[src/rtl/pio_pkg.sv]
// Behaviour
// - While an enabled peripheral actively drives a pin, the port driver for that bit is off but the pin still reads back.
// - When a peripheral is enabled but not driving a pin, the port logic may drive that pin.
// - A direction bit of one makes the pin an input and zero makes it an output.
// - Every reset sets all implemented direction bits so all pins start as inputs.
// - Reading the output latch register returns the latch contents and writing it updates the latch.
// - Reading the pin level register returns the pin states and writing it writes the output latch.
// - Unimplemented bits are disabled and read as zero in latch, direction and pin level.
// - A pin shared only with an input-only function behaves as a dedicated port pin.
// - Output data and output enable of each pad pass a multiplexer pair where the peripheral wins.
// - Pins selected as analog inputs read as zero in the pin level register.
// - Pins configured as digital inputs are not presented to the converter.
package pio_pkg;
  localparam int unsigned PORT_WIDTH = 16;
  localparam int unsigned ADDR_WIDTH = 4;
  localparam logic [ADDR_WIDTH-1:0] DIR_OFFSET = 4'h0;
  localparam logic [ADDR_WIDTH-1:0] LEVEL_OFFSET = 4'h4;
  localparam logic [ADDR_WIDTH-1:0] LATCH_OFFSET = 4'h8;
  localparam logic [ADDR_WIDTH-1:0] ANALOG_OFFSET = 4'hc;
  localparam logic [PORT_WIDTH-1:0] DIR_RESET = 16'hffff;
  localparam logic [PORT_WIDTH-1:0] LATCH_RESET = 16'h0000;
  localparam logic [PORT_WIDTH-1:0] ANALOG_RESET = 16'h0000;
  localparam logic [PORT_WIDTH-1:0] IMPL_MASK_DEFAULT = 16'h0fff;
  localparam logic [31:0] UNMAPPED_DATA = 32'h00000000;
endpackage

[src/rtl/pin_sync.sv]
`timescale 1ns/1ps
module pin_sync #(
  parameter int unsigned WIDTH = 16
) (
  // Clock and reset
  input wire logic sys_clk,
  input wire logic nrst,
  // Data
  input wire logic [WIDTH-1:0] async_in,
  output logic [WIDTH-1:0] sync_out
);
  logic [WIDTH-1:0] stage1;
  logic [WIDTH-1:0] stage2;
  logic [WIDTH-1:0] stage3;

  // A level change counts only once the second and third stages agree.
  always_ff @(posedge sys_clk or negedge nrst)
  begin
    if (!nrst)
    begin
      stage1 <= '0;
      stage2 <= '0;
      stage3 <= '0;
      sync_out <= '0;
    end
    else
    begin
      stage1 <= async_in;
      stage2 <= stage1;
      stage3 <= stage2;
      sync_out <= (stage2 & stage3) | (sync_out & (stage2 | stage3));
    end
  end
endmodule

[src/rtl/pad_mux.sv]
`timescale 1ns/1ps
module pad_mux (
  // Peripheral side
  input wire logic periph_enable,
  input wire logic periph_drive,
  input wire logic periph_data,
  // Port side
  input wire logic port_data,
  input wire logic port_dir_in,
  // Pad side
  output logic pad_data,
  output logic pad_oe
);
  logic periph_owns;

  assign periph_owns = periph_enable & periph_drive;
  assign pad_data = periph_owns ? periph_data : port_data;
  assign pad_oe = periph_owns ? 1'b1 : ~port_dir_in;
endmodule

[src/rtl/shared_parallel_io_port.sv]
// Local design decisions: the register addresses and the Avalon-MM slave port.
`timescale 1ns/1ps
module shared_parallel_io_port #(
  parameter int unsigned WIDTH = pio_pkg::PORT_WIDTH,
  parameter logic [pio_pkg::PORT_WIDTH-1:0] IMPL_MASK = pio_pkg::IMPL_MASK_DEFAULT,
  parameter logic [pio_pkg::PORT_WIDTH-1:0] ANALOG_CAPABLE = 16'h00ff
) (
  // Clock and reset
  input wire logic sys_clk,
  input wire logic nrst,
  // Avalon-MM slave
  input wire logic [pio_pkg::ADDR_WIDTH-1:0] avs_address,
  input wire logic avs_read,
  input wire logic avs_write,
  input wire logic [31:0] avs_writedata,
  input wire logic [3:0] avs_byteenable,
  output logic [31:0] avs_readdata,
  output logic avs_waitrequest,
  // Peripherals sharing the pins
  input wire logic [pio_pkg::PORT_WIDTH-1:0] periph_enable,
  input wire logic [pio_pkg::PORT_WIDTH-1:0] periph_drive,
  input wire logic [pio_pkg::PORT_WIDTH-1:0] periph_data,
  output logic [pio_pkg::PORT_WIDTH-1:0] periph_in,
  // Pads
  input wire logic [pio_pkg::PORT_WIDTH-1:0] pad_in,
  output logic [pio_pkg::PORT_WIDTH-1:0] pad_out,
  output logic [pio_pkg::PORT_WIDTH-1:0] pad_oe,
  // Converter
  output logic [pio_pkg::PORT_WIDTH-1:0] analog_input_pins
);
  typedef enum logic [1:0] {
    BUS_IDLE = 2'b00,
    BUS_DONE = 2'b01
  } bus_state_e;

  bus_state_e bus_state;
  logic [pio_pkg::PORT_WIDTH-1:0] pin_direction_reg;
  logic [pio_pkg::PORT_WIDTH-1:0] output_latch_reg;
  logic [pio_pkg::PORT_WIDTH-1:0] analog_pin_select_reg;
  logic [pio_pkg::PORT_WIDTH-1:0] pin_level_reg;
  logic [pio_pkg::PORT_WIDTH-1:0] pad_sync;
  logic [pio_pkg::PORT_WIDTH-1:0] mux_data;
  logic [pio_pkg::PORT_WIDTH-1:0] mux_oe;
  logic [pio_pkg::PORT_WIDTH-1:0] wmask;
  logic [pio_pkg::PORT_WIDTH-1:0] wdata;
  logic [31:0] next_readdata;
  logic access;
  logic take;

  assign access = avs_read | avs_write;
  // One wait cycle per access; the request is taken when waitrequest is low.
  assign take = access & (bus_state == BUS_DONE);
  assign wmask = {{8{avs_byteenable[1]}}, {8{avs_byteenable[0]}}} & IMPL_MASK;
  assign wdata = avs_writedata[pio_pkg::PORT_WIDTH-1:0];

  always_ff @(posedge sys_clk or negedge nrst)
  begin
    if (!nrst)
    begin
      bus_state <= BUS_IDLE;
      avs_waitrequest <= 1'b1;
    end
    else
    begin
      case (bus_state)
        BUS_IDLE:
        begin
          if (access)
          begin
            bus_state <= BUS_DONE;
            avs_waitrequest <= 1'b0;
          end
        end
        BUS_DONE:
        begin
          bus_state <= BUS_IDLE;
          avs_waitrequest <= 1'b1;
        end
        default:
        begin
          bus_state <= BUS_IDLE;
          avs_waitrequest <= 1'b1;
        end
      endcase
    end
  end

  // Direction register; all implemented pins come up as inputs.
  always_ff @(posedge sys_clk or negedge nrst)
  begin
    if (!nrst)
      pin_direction_reg <= pio_pkg::DIR_RESET & IMPL_MASK;
    else if (take && avs_write && avs_address == pio_pkg::DIR_OFFSET)
      pin_direction_reg <= (pin_direction_reg & ~wmask) | (wdata & wmask);
  end

  // Writes to either the latch or the pin level address land in the latch.
  always_ff @(posedge sys_clk or negedge nrst)
  begin
    if (!nrst)
      output_latch_reg <= pio_pkg::LATCH_RESET;
    else if (take && avs_write && (avs_address == pio_pkg::LATCH_OFFSET ||
             avs_address == pio_pkg::LEVEL_OFFSET))
      output_latch_reg <= (output_latch_reg & ~wmask) | (wdata & wmask);
  end

  always_ff @(posedge sys_clk or negedge nrst)
  begin
    if (!nrst)
      analog_pin_select_reg <= pio_pkg::ANALOG_RESET;
    else if (take && avs_write && avs_address == pio_pkg::ANALOG_OFFSET)
      analog_pin_select_reg <= (analog_pin_select_reg & ~wmask) |
                               (wdata & wmask & ANALOG_CAPABLE & IMPL_MASK);
  end

  pin_sync #(
    .WIDTH(pio_pkg::PORT_WIDTH)
  ) u_pin_sync (
    .sys_clk(sys_clk),
    .nrst(nrst),
    .async_in(pad_in),
    .sync_out(pad_sync)
  );

  // Analog pins read zero; unimplemented bits read zero.
  always_ff @(posedge sys_clk or negedge nrst)
  begin
    if (!nrst)
      pin_level_reg <= '0;
    else
      pin_level_reg <= pad_sync & ~analog_pin_select_reg & IMPL_MASK;
  end

  always_comb
  begin
    next_readdata = pio_pkg::UNMAPPED_DATA;
    case (avs_address)
      pio_pkg::DIR_OFFSET: next_readdata[pio_pkg::PORT_WIDTH-1:0] = pin_direction_reg;
      pio_pkg::LEVEL_OFFSET: next_readdata[pio_pkg::PORT_WIDTH-1:0] = pin_level_reg;
      pio_pkg::LATCH_OFFSET: next_readdata[pio_pkg::PORT_WIDTH-1:0] = output_latch_reg;
      pio_pkg::ANALOG_OFFSET: next_readdata[pio_pkg::PORT_WIDTH-1:0] = analog_pin_select_reg;
      default: next_readdata = pio_pkg::UNMAPPED_DATA;
    endcase
  end

  always_ff @(posedge sys_clk or negedge nrst)
  begin
    if (!nrst)
      avs_readdata <= pio_pkg::UNMAPPED_DATA;
    else if (avs_read && bus_state == BUS_IDLE)
      avs_readdata <= next_readdata;
  end

  // An input-only sharer never asserts periph_drive, so the port keeps the pin.
  genvar gi;
  generate
    for (gi = 0; gi < pio_pkg::PORT_WIDTH; gi++)
    begin : g_pad
      pad_mux u_pad_mux (
        .periph_enable(periph_enable[gi]),
        .periph_drive(periph_drive[gi]),
        .periph_data(periph_data[gi]),
        .port_data(output_latch_reg[gi]),
        .port_dir_in(pin_direction_reg[gi]),
        .pad_data(mux_data[gi]),
        .pad_oe(mux_oe[gi])
      );
    end
  endgenerate

  // Pad outputs are registered so unimplemented bits stay quiet.
  always_ff @(posedge sys_clk or negedge nrst)
  begin
    if (!nrst)
    begin
      pad_out <= '0;
      pad_oe <= '0;
      periph_in <= '0;
      analog_input_pins <= '0;
    end
    else
    begin
      pad_out <= mux_data & IMPL_MASK;
      pad_oe <= mux_oe & IMPL_MASK;
      periph_in <= pad_sync & IMPL_MASK;
      analog_input_pins <= analog_pin_select_reg & IMPL_MASK;
    end
  end

  AST_DIR_RESET: assert property (@(posedge sys_clk) $rose(nrst) |->
    (pin_direction_reg == (pio_pkg::DIR_RESET & IMPL_MASK))) else $error("dir not input");
  AST_PERIPH_OWNS: assert property (@(posedge sys_clk) disable iff (!nrst)
    (periph_enable & periph_drive & IMPL_MASK) != 0 |=> ((pad_oe &
    $past(periph_enable & periph_drive & IMPL_MASK)) ==
    $past(periph_enable & periph_drive & IMPL_MASK))) else $error("periph lost pad");
  AST_PORT_DRIVES: assert property (@(posedge sys_clk) disable iff (!nrst)
    1'b1 |=> ((pad_oe & ~$past(periph_enable & periph_drive)) ==
    (~$past(pin_direction_reg) & ~$past(periph_enable & periph_drive) & IMPL_MASK)))
    else $error("port oe wrong");
  AST_DIR_MEANING: assert property (@(posedge sys_clk) disable iff (!nrst)
    ((periph_drive | periph_enable) == 0) |=> (pad_oe == (~$past(pin_direction_reg) & IMPL_MASK)))
    else $error("direction sense");
  AST_LATCH_WRITE: assert property (@(posedge sys_clk) disable iff (!nrst)
    take && avs_write && avs_address == pio_pkg::LEVEL_OFFSET && avs_byteenable == 4'hf
    |=> output_latch_reg == ($past(wdata) & IMPL_MASK)) else $error("level write lost");
  AST_LATCH_READ: assert property (@(posedge sys_clk) disable iff (!nrst)
    avs_read && bus_state == BUS_IDLE && avs_address == pio_pkg::LATCH_OFFSET
    |=> avs_readdata[pio_pkg::PORT_WIDTH-1:0] == $past(output_latch_reg)) else $error("latch read");
  AST_UNIMPL_ZERO: assert property (@(posedge sys_clk) disable iff (!nrst)
    ((pin_direction_reg | output_latch_reg | pin_level_reg | pad_oe) & ~IMPL_MASK) == 0)
    else $error("unimplemented bit set");
  AST_ANALOG_ZERO: assert property (@(posedge sys_clk) disable iff (!nrst)
    1'b1 |=> (pin_level_reg & $past(analog_pin_select_reg)) == 0) else $error("analog pin read");
  AST_LEVEL_LATENCY: assert property (@(posedge sys_clk) disable iff (!nrst)
    1'b1 |=> pin_level_reg == ($past(pad_sync & ~analog_pin_select_reg) & IMPL_MASK))
    else $error("level path");
  AST_CONVERTER_SEL: assert property (@(posedge sys_clk) disable iff (!nrst)
    1'b1 |=> analog_input_pins == ($past(analog_pin_select_reg) & IMPL_MASK))
    else $error("converter select");
endmodule

[config.mk]
export PLATFORM = sky130hd
export DESIGN_NAME = shared_parallel_io_port
export DESIGN_NICKNAME = d
export VERILOG_FILES = /design/src/rtl/pio_pkg.sv /design/src/rtl/pin_sync.sv /design/src/rtl/pad_mux.sv /design/src/rtl/shared_parallel_io_port.sv
export SDC_FILE = /design/constraint.sdc
export NUM_CORES = 1
export LEC_CHECK = 0
export ABC_AREA = 0
export BUFFER_PORTS_ARGS = -buffer_cell sky130_fd_sc_hd__buf_2
export CORE_AREA = 4 4 122 124
export CTS_BUF_LIST = sky130_fd_sc_hd__clkbuf_16
export DETAILED_ROUTE_END_ITERATION = 16
export DIE_AREA = 0 0 126 128
export PLACE_DENSITY = 0.75
export SLEW_MARGIN = 20
export SYNTH_ARGS = -nofsm -noshare
export SYNTH_HDL_FRONTEND = slang
export SYNTH_HIERARCHICAL = 1
export SYNTH_SLANG_ARGS = --single-unit
[constraint.sdc]
create_clock -name sys_clk -period 1.3 [get_ports sys_clk]
set_input_delay 0.26 -clock sys_clk [delete_from_list [all_inputs] [get_ports sys_clk]]
set_output_delay 0.26 -clock sys_clk [all_outputs]
set_load 0.03 [all_outputs]
==> out/metrics.yaml, run 1 <==
worst_setup_path:
  worstSetupStartpointType: "register"
  cp-end-kind: "register"
  worstSetupPathType: "register to register"
  path_max_fanout: 5
  required_ns: 1.64
  critical_path_arrival_ns: 1.69
power_and_ir_drop:
  clkPwrFrac_pct: 38.7
  intPower_mw: 9.26
  power_leakage_nw: 3.81
  p_sw_mw: 3.23
  p_comb_share_pct: 14.9
  power_density_nw_per_um2: 1630
  power.share.sequential_pct: 46.4
  switching_share_pct: 25.9
  max-vdd-ir-drop_mv: 0.778
cts:
  clock_latency_ns: 0.41
  cts_sinks: 158
  htree_levels: 4
  cts_buffers: 17
  clkTransAtPathRegs_ns: 0.06
  clockBufferDepth: 2
  cts_tree: "yes"
  root_buffer: "clkbuf_16"
sta:
  skew_ns: 0.00839
  final_hold_viol_count: 0
  layout_setup_ws_ns: -0.0551
  setup_viol: 17
  rsz0062_at_grt: "true"
  fmax_ghz: 0.738
  timing.final.crit_share_pct: 104
  fin_crit_ns: 1.36
  slew_viol_final: 0
  holdWs_ns: 0.0723
global_route:
  grtUsageTotal_pct: 15.7
  grt_max_degree: 39
  gr-total-overflow: 0
  grt_pass1_wl_um: 19400
  antenna_found_initial: 0
  grt_pass1_vias: 3696
routing:
  num_vias: 3467
  antenna_left: 0
  drt-wirelength-per-cell_um: 16.6
  wl_met1_um: 5070
  wl_um: 12400
  firstDrtPassIters: 4
  routed.top_layer: "met4"
  drt-initial-drc-count: 214
  wl_met3_um: 889
  dr_wl_met2_um: 6250
  drc: 0
  viasPerCell: 4.65
place:
  io_buffer_count: 130
  place_area_um2: 6720
  hpwlAfterDp_um: 8800
  gp_congestion: 0.809
final_layout:
  fillers: 1124
  layout-drive-gt1-share_pct: 47.7
  syn2layout_area_growth_pct: 33.9
  most-common-layout-cells: "144 x dfrtp_1, 127 x buf_2, 43 x mux2_4"
  nets: 661
  design_area_um2: 7640
  final_common_cell: "dfrtp_1"
  utilization_pct: 55.5
  antenna_cells: 0
floorplanning:
  core_region_area_um2: 13800
  die_h_um: 128
  rows: 43
  die_area_um2: 16100
  start_util_pct: 41.4
  ios: 205
  die_w_um: 126
yosys:
  ys_warn_count: 6
  avgSynthCellArea_um2: 15.5
  synth_cells: 367
  syn-cell-area_um2: 5710
worst_hold_path:
  min_path_type: "input pin to register"
job:
  drv_cap: 0
run_status:
  violations: "setup timing"
  status: "complete, but fails checks"
[metal layers]
metal	track usage, %	vias to the layer above
met3	6.08	14
met5	0	-
li1	-	1562
met2	26.4	126
met4	4.35	0
met1	19.0	1765
[per-stage QoR]
stage | cells | worst slack, ns | TNS [ns] | power, mW
3_5_place_dp | 698 | -0.395 | -12.11 | 7.60
4_1_cts | 746 | -0.0817 | -0.658 | 12.6
3_3_place_gp | 698 | -0.352 | -10.72 | 7.53
6_report | 746 | -0.0551 | -0.614 | 12.5
2_1_floorplan | 402 | -0.260 | -4.75 | 6.98
5_1_grt | 746 | -0.0967 | -2.36 | 13.0
[worst paths after layout]
path	start	slack [ns]	cells past startpoint	end
worst max-delay path	bus_state[0]$_DFFE_PN0P_	-0.06	5	register
worst min-delay path	periph_data[6]	0.07	2	pad_out[6]$_DFF_PN0_
worst max register to register	bus_state[0]$_DFFE_PN0P_	-0.06	5	register
worst min register to register	u_pin_sync/stage1[5]$_DFF_PN0_	0.35	0	u_pin_sync/stage2[5]$_DFF_PN0_
max in group asynchronous	nrst	0.42	3	asynchronous set/reset pin
min in group asynchronous	nrst	0.30	2	periph_in[9]$_DFF_PN0_
[worst max-delay path, stage by stage (launching register included)]
cell	delay [ns]
dfrtp_2	0.43
buf_6	0.12
nand3_4	0.08
nor3_4	0.20
buf_6	0.15
mux2_4	0.29
[repair_timing]
| action | in CTS | in global routing |
|---|---|---|
| hold buffers | 13 | 0 |
| setup endpoints to repair | 49 | 50 |
| hold endpoints to repair | 37 | 0 |
| pin swaps | 4 | 3 |
| gates cloned | 0 | 0 |
| setup buffers | 3 | 0 |
| gates resized for setup | 41 | 6 |
[power by group through the flow]
| stage | clock [mW] | sequential, mW | combinational, mW |
|---|---|---|---|
| finish | 4.83 | 5.80 | 1.86 |
| global placement | 0 | 5.84 | 1.68 |
| detailed placement | 0 | 5.87 | 1.73 |
| global route | 5.15 | 5.86 | 1.99 |
| CTS | 4.94 | 5.80 | 1.87 |
| floorplan | 0 | 6.20 | 0.787 |
[final cells by class]
class / count / area (µm²) / share of cell area, %
clock buffer: 17 / 425 / 5.57
inverter: 1 / 3.75 / 0.0491
clock inverter: 15 / 158 / 2.06
tap: 180 / 225 / 2.95
sequential: 158 / 3970 / 52.0
timing repair buffer: 177 / 1130 / 14.8
multi-input combinational: 198 / 1730 / 22.6
Note: power is estimated with default switching activity, not from simulation.
==> run 2, diff against run 1 <==
Settings changed: ABC_AREA 0 to 1, CORE_AREA 4 4 122 124 to 4 4 123 125, DIE_AREA 0 0 126 128 to 0 0 127 129.
==> run 2 against run 1 <==
Compared with the run above:
- routed wire length decreased by 4.3%
- sequential share of layout area is 1.2 points higher
- first-iteration DRC count is 7.0% lower
- the flow still finishes with violations (setup timing)
- utilization fell by 1.7 points
==> out/metrics.yaml, run 2 <==
sta:
  final_hold_viol_count: 0  # unchanged
  holdWs_ns: 0.0687  # was 0.0723 ns
  fmax_ghz: 0.750  # was 0.738 GHz
  slew_viol_final: 0  # unchanged
  setup_viol: 1  # was 17
  layout_setup_ws_ns: -0.0331  # was -0.0551 ns
  timing.final.crit_share_pct: 103  # was 104%
  skew_ns: 0.00955  # was 0.00839 ns
  tns_ns: -0.0331  # was -0.614 ns
  fin_crit_ns: 1.33  # was 1.36 ns
  rsz0062_at_grt: "true"  # unchanged
cts:
  cts_tree: "yes"  # unchanged
  htree_levels: 4  # unchanged
  clockBufferDepth: 2  # unchanged
  cts_buffers: 17  # unchanged
  root_buffer: "clkbuf_16"  # unchanged
  clkTransAtPathRegs_ns: 0.06  # about the same
  cts_sinks: 158  # unchanged
  clock_latency_ns: 0.42  # was 0.41 ns
global_route:
  grt_pass1_wl_um: 19100  # was 19400 µm
  gr-total-overflow: 0  # unchanged
  grt_pass1_vias: 3837  # was 3696
  grtUsageTotal_pct: 15.0  # was 15.7%
  antenna_found_initial: 1  # was 0
  grt_max_degree: 48  # was 39
routing:
  drt-initial-drc-count: 199  # was 214
  drt-wirelength-per-cell_um: 12.9  # was 16.6 µm
  wl_um: 11800  # was 12400 µm
  drc: 0  # unchanged
  num_vias: 4088  # was 3467
  firstDrtPassIters: 4  # unchanged
  antenna_left: 0  # unchanged
  viasPerCell: 4.45  # was 4.65
worst_setup_path:
  cp_slowest_cell: "dfstp_2"  # was dfrtp_2
  startpoint: "avs_waitrequest$_DFFE_PN1P_"  # was bus_state[0]$_DFFE_PN0P_
  critical_path_depth: 1  # was 5
  r2r_start: "bus_state[0]$_DFFE_PN0P_"  # unchanged
  rr_worst_depth: 6  # was 5
  worstSetupPathType: "register to output port"  # was register to register
  cp-end-kind: "output port"  # was register
  crit_path_end: "avs_waitrequest"
  cp_cell_sequence: "buf_6"  # was buf_6 -> nand3_4 -> nor3_4 -> buf_6 -> mux2_4
  critical_path_arrival_ns: 1.07  # was 1.69 ns
  critPathMaxStageDelay_ns: 0.53  # was 0.43 ns
  worstSetupStartpointType: "register"  # unchanged
  crit_family: "flip-flops"  # unchanged
  required_ns: 1.04  # was 1.64 ns
  path_buf_inv: 1  # was 2
  r2r_slack_ns: 0.10  # was -0.06 ns
  path_max_fanout: 2  # was 5
floorplanning:
  die_area_um2: 16400  # was 16100 µm²
  core_region_area_um2: 13900  # was 13800 µm²
  die_w_um: 127  # was 126 µm
  start_util_pct: 42.4  # was 41.4%
  ios: 205  # unchanged
  rows: 43  # unchanged
  die_h_um: 129  # was 128 µm
power_and_ir_drop:
  power_leakage_nw: 3.92  # was 3.81 nW
  power_density_nw_per_um2: 1680  # was 1630 nW/µm²
  total_power_mw: 12.5  # about the same
  max-vdd-ir-drop_mv: 0.747  # was 0.778 mV
final_layout:
  layout-drive-gt1-share_pct: 27.8  # was 47.7%
  most-common-layout-cells: "147 x nand2_1, 145 x dfrtp_1, 128 x buf_2"  # was 144 x dfrtp_1, 127 x buf_2, 43 x mux2_4
  nets: 832  # was 661
  multi_input_area_um2: 1530  # was 1730 µm²
  final_common_cell: "nand2_1"  # was dfrtp_1
  design_area_um2: 7460  # was 7640 µm²
  ff_latch_area_um2: 3970  # about the same
  syn2layout_area_growth_pct: 26.8  # was 33.9%
  layoutNonFillerInstCount: 918  # was 746
  fillers: 1241  # was 1124
yosys:
  synth_cells: 562  # was 367
  avgSynthCellArea_um2: 10.5  # was 15.5 µm²
  syn-cell-area_um2: 5880  # was 5710 µm²
  ys_warn_count: 6  # unchanged
place:
  gp_congestion: 0.823  # was 0.809
  io_buffer_count: 130  # unchanged
  hpwlAfterDp_um: 8640  # was 8800 µm
  place_area_um2: 6730  # was 6720 µm²
  placed_cells: 872  # was 698
job:
  drv_cap: 0  # unchanged
run_status:
  violations: "setup timing"  # unchanged
  status: "complete, but fails checks"  # unchanged
worst_hold_path:
  min_path_type: "input pin to register"  # unchanged
## run 2: routing by layer
metal	vias to the layer above	global-route usage, %	share of wire, %
met1	1918	19.4	43
met5	-	0	0
met2	105	24.1	50
met4	0	7.07	2.6
met3	22	3.57	5.0
li1	2043	-	-
## run 2: stage by stage
step / util [%] / setup slack (ns)
CTS: 53.7 / -0.0588
global placement: 48.5 / -0.0579
detailed placement: 48.5 / -0.0847
global route: 53.7 / -0.0735
floorplan: - / 0.135
finish: 53.7 / -0.0331
## run 2: worst min-delay path by stage
stage,from,endpoint,slack (ns),cells past startpoint
CTS,periph_drive[7],pad_oe[7]$_DFF_PN0_,0.05,3
floorplan,nrst,asynchronous set/reset pin,-0.04,0
global route,avs_writedata[10],register,0.06,3
detailed placement,nrst,u_pin_sync/stage1[10]$_DFF_PN0_,0.15,1
global placement,nrst,u_pin_sync/stage1[10]$_DFF_PN0_,0.15,1
finish,periph_drive[7],pad_oe[7]$_DFF_PN0_,0.07,3
## run 2: layout make-up
| cell class | instances | share of cell area [%] |
|---|---|---|
| clock buffers | 17 | 5.70 |
| diodes | 1 | 0.0335 |
| multi-input cells | 343 | 20.4 |
| repair buffers | 158 | 13.1 |
| clock inverters | 15 | 2.13 |
| inverters | 46 | 2.31 |
| flip-flops and latches | 158 | 53.2 |
| well taps | 180 | 3.02 |
## run 2: power by group
part           leakage (nW)  internal [mW]  switching (mW)
clock                 0.288           2.98            1.88
combinational          1.75          0.544            1.21
sequential             1.89           5.53           0.360
total                  3.92           9.06            3.45
## run 2: what timing repair did
item	in CTS	in global routing
buffers inserted	0	0
setup endpoints to repair	1	9
hold endpoints to repair	82	0
pin swaps	0	0
hold buffers	13	0
gates resized for setup	2	1
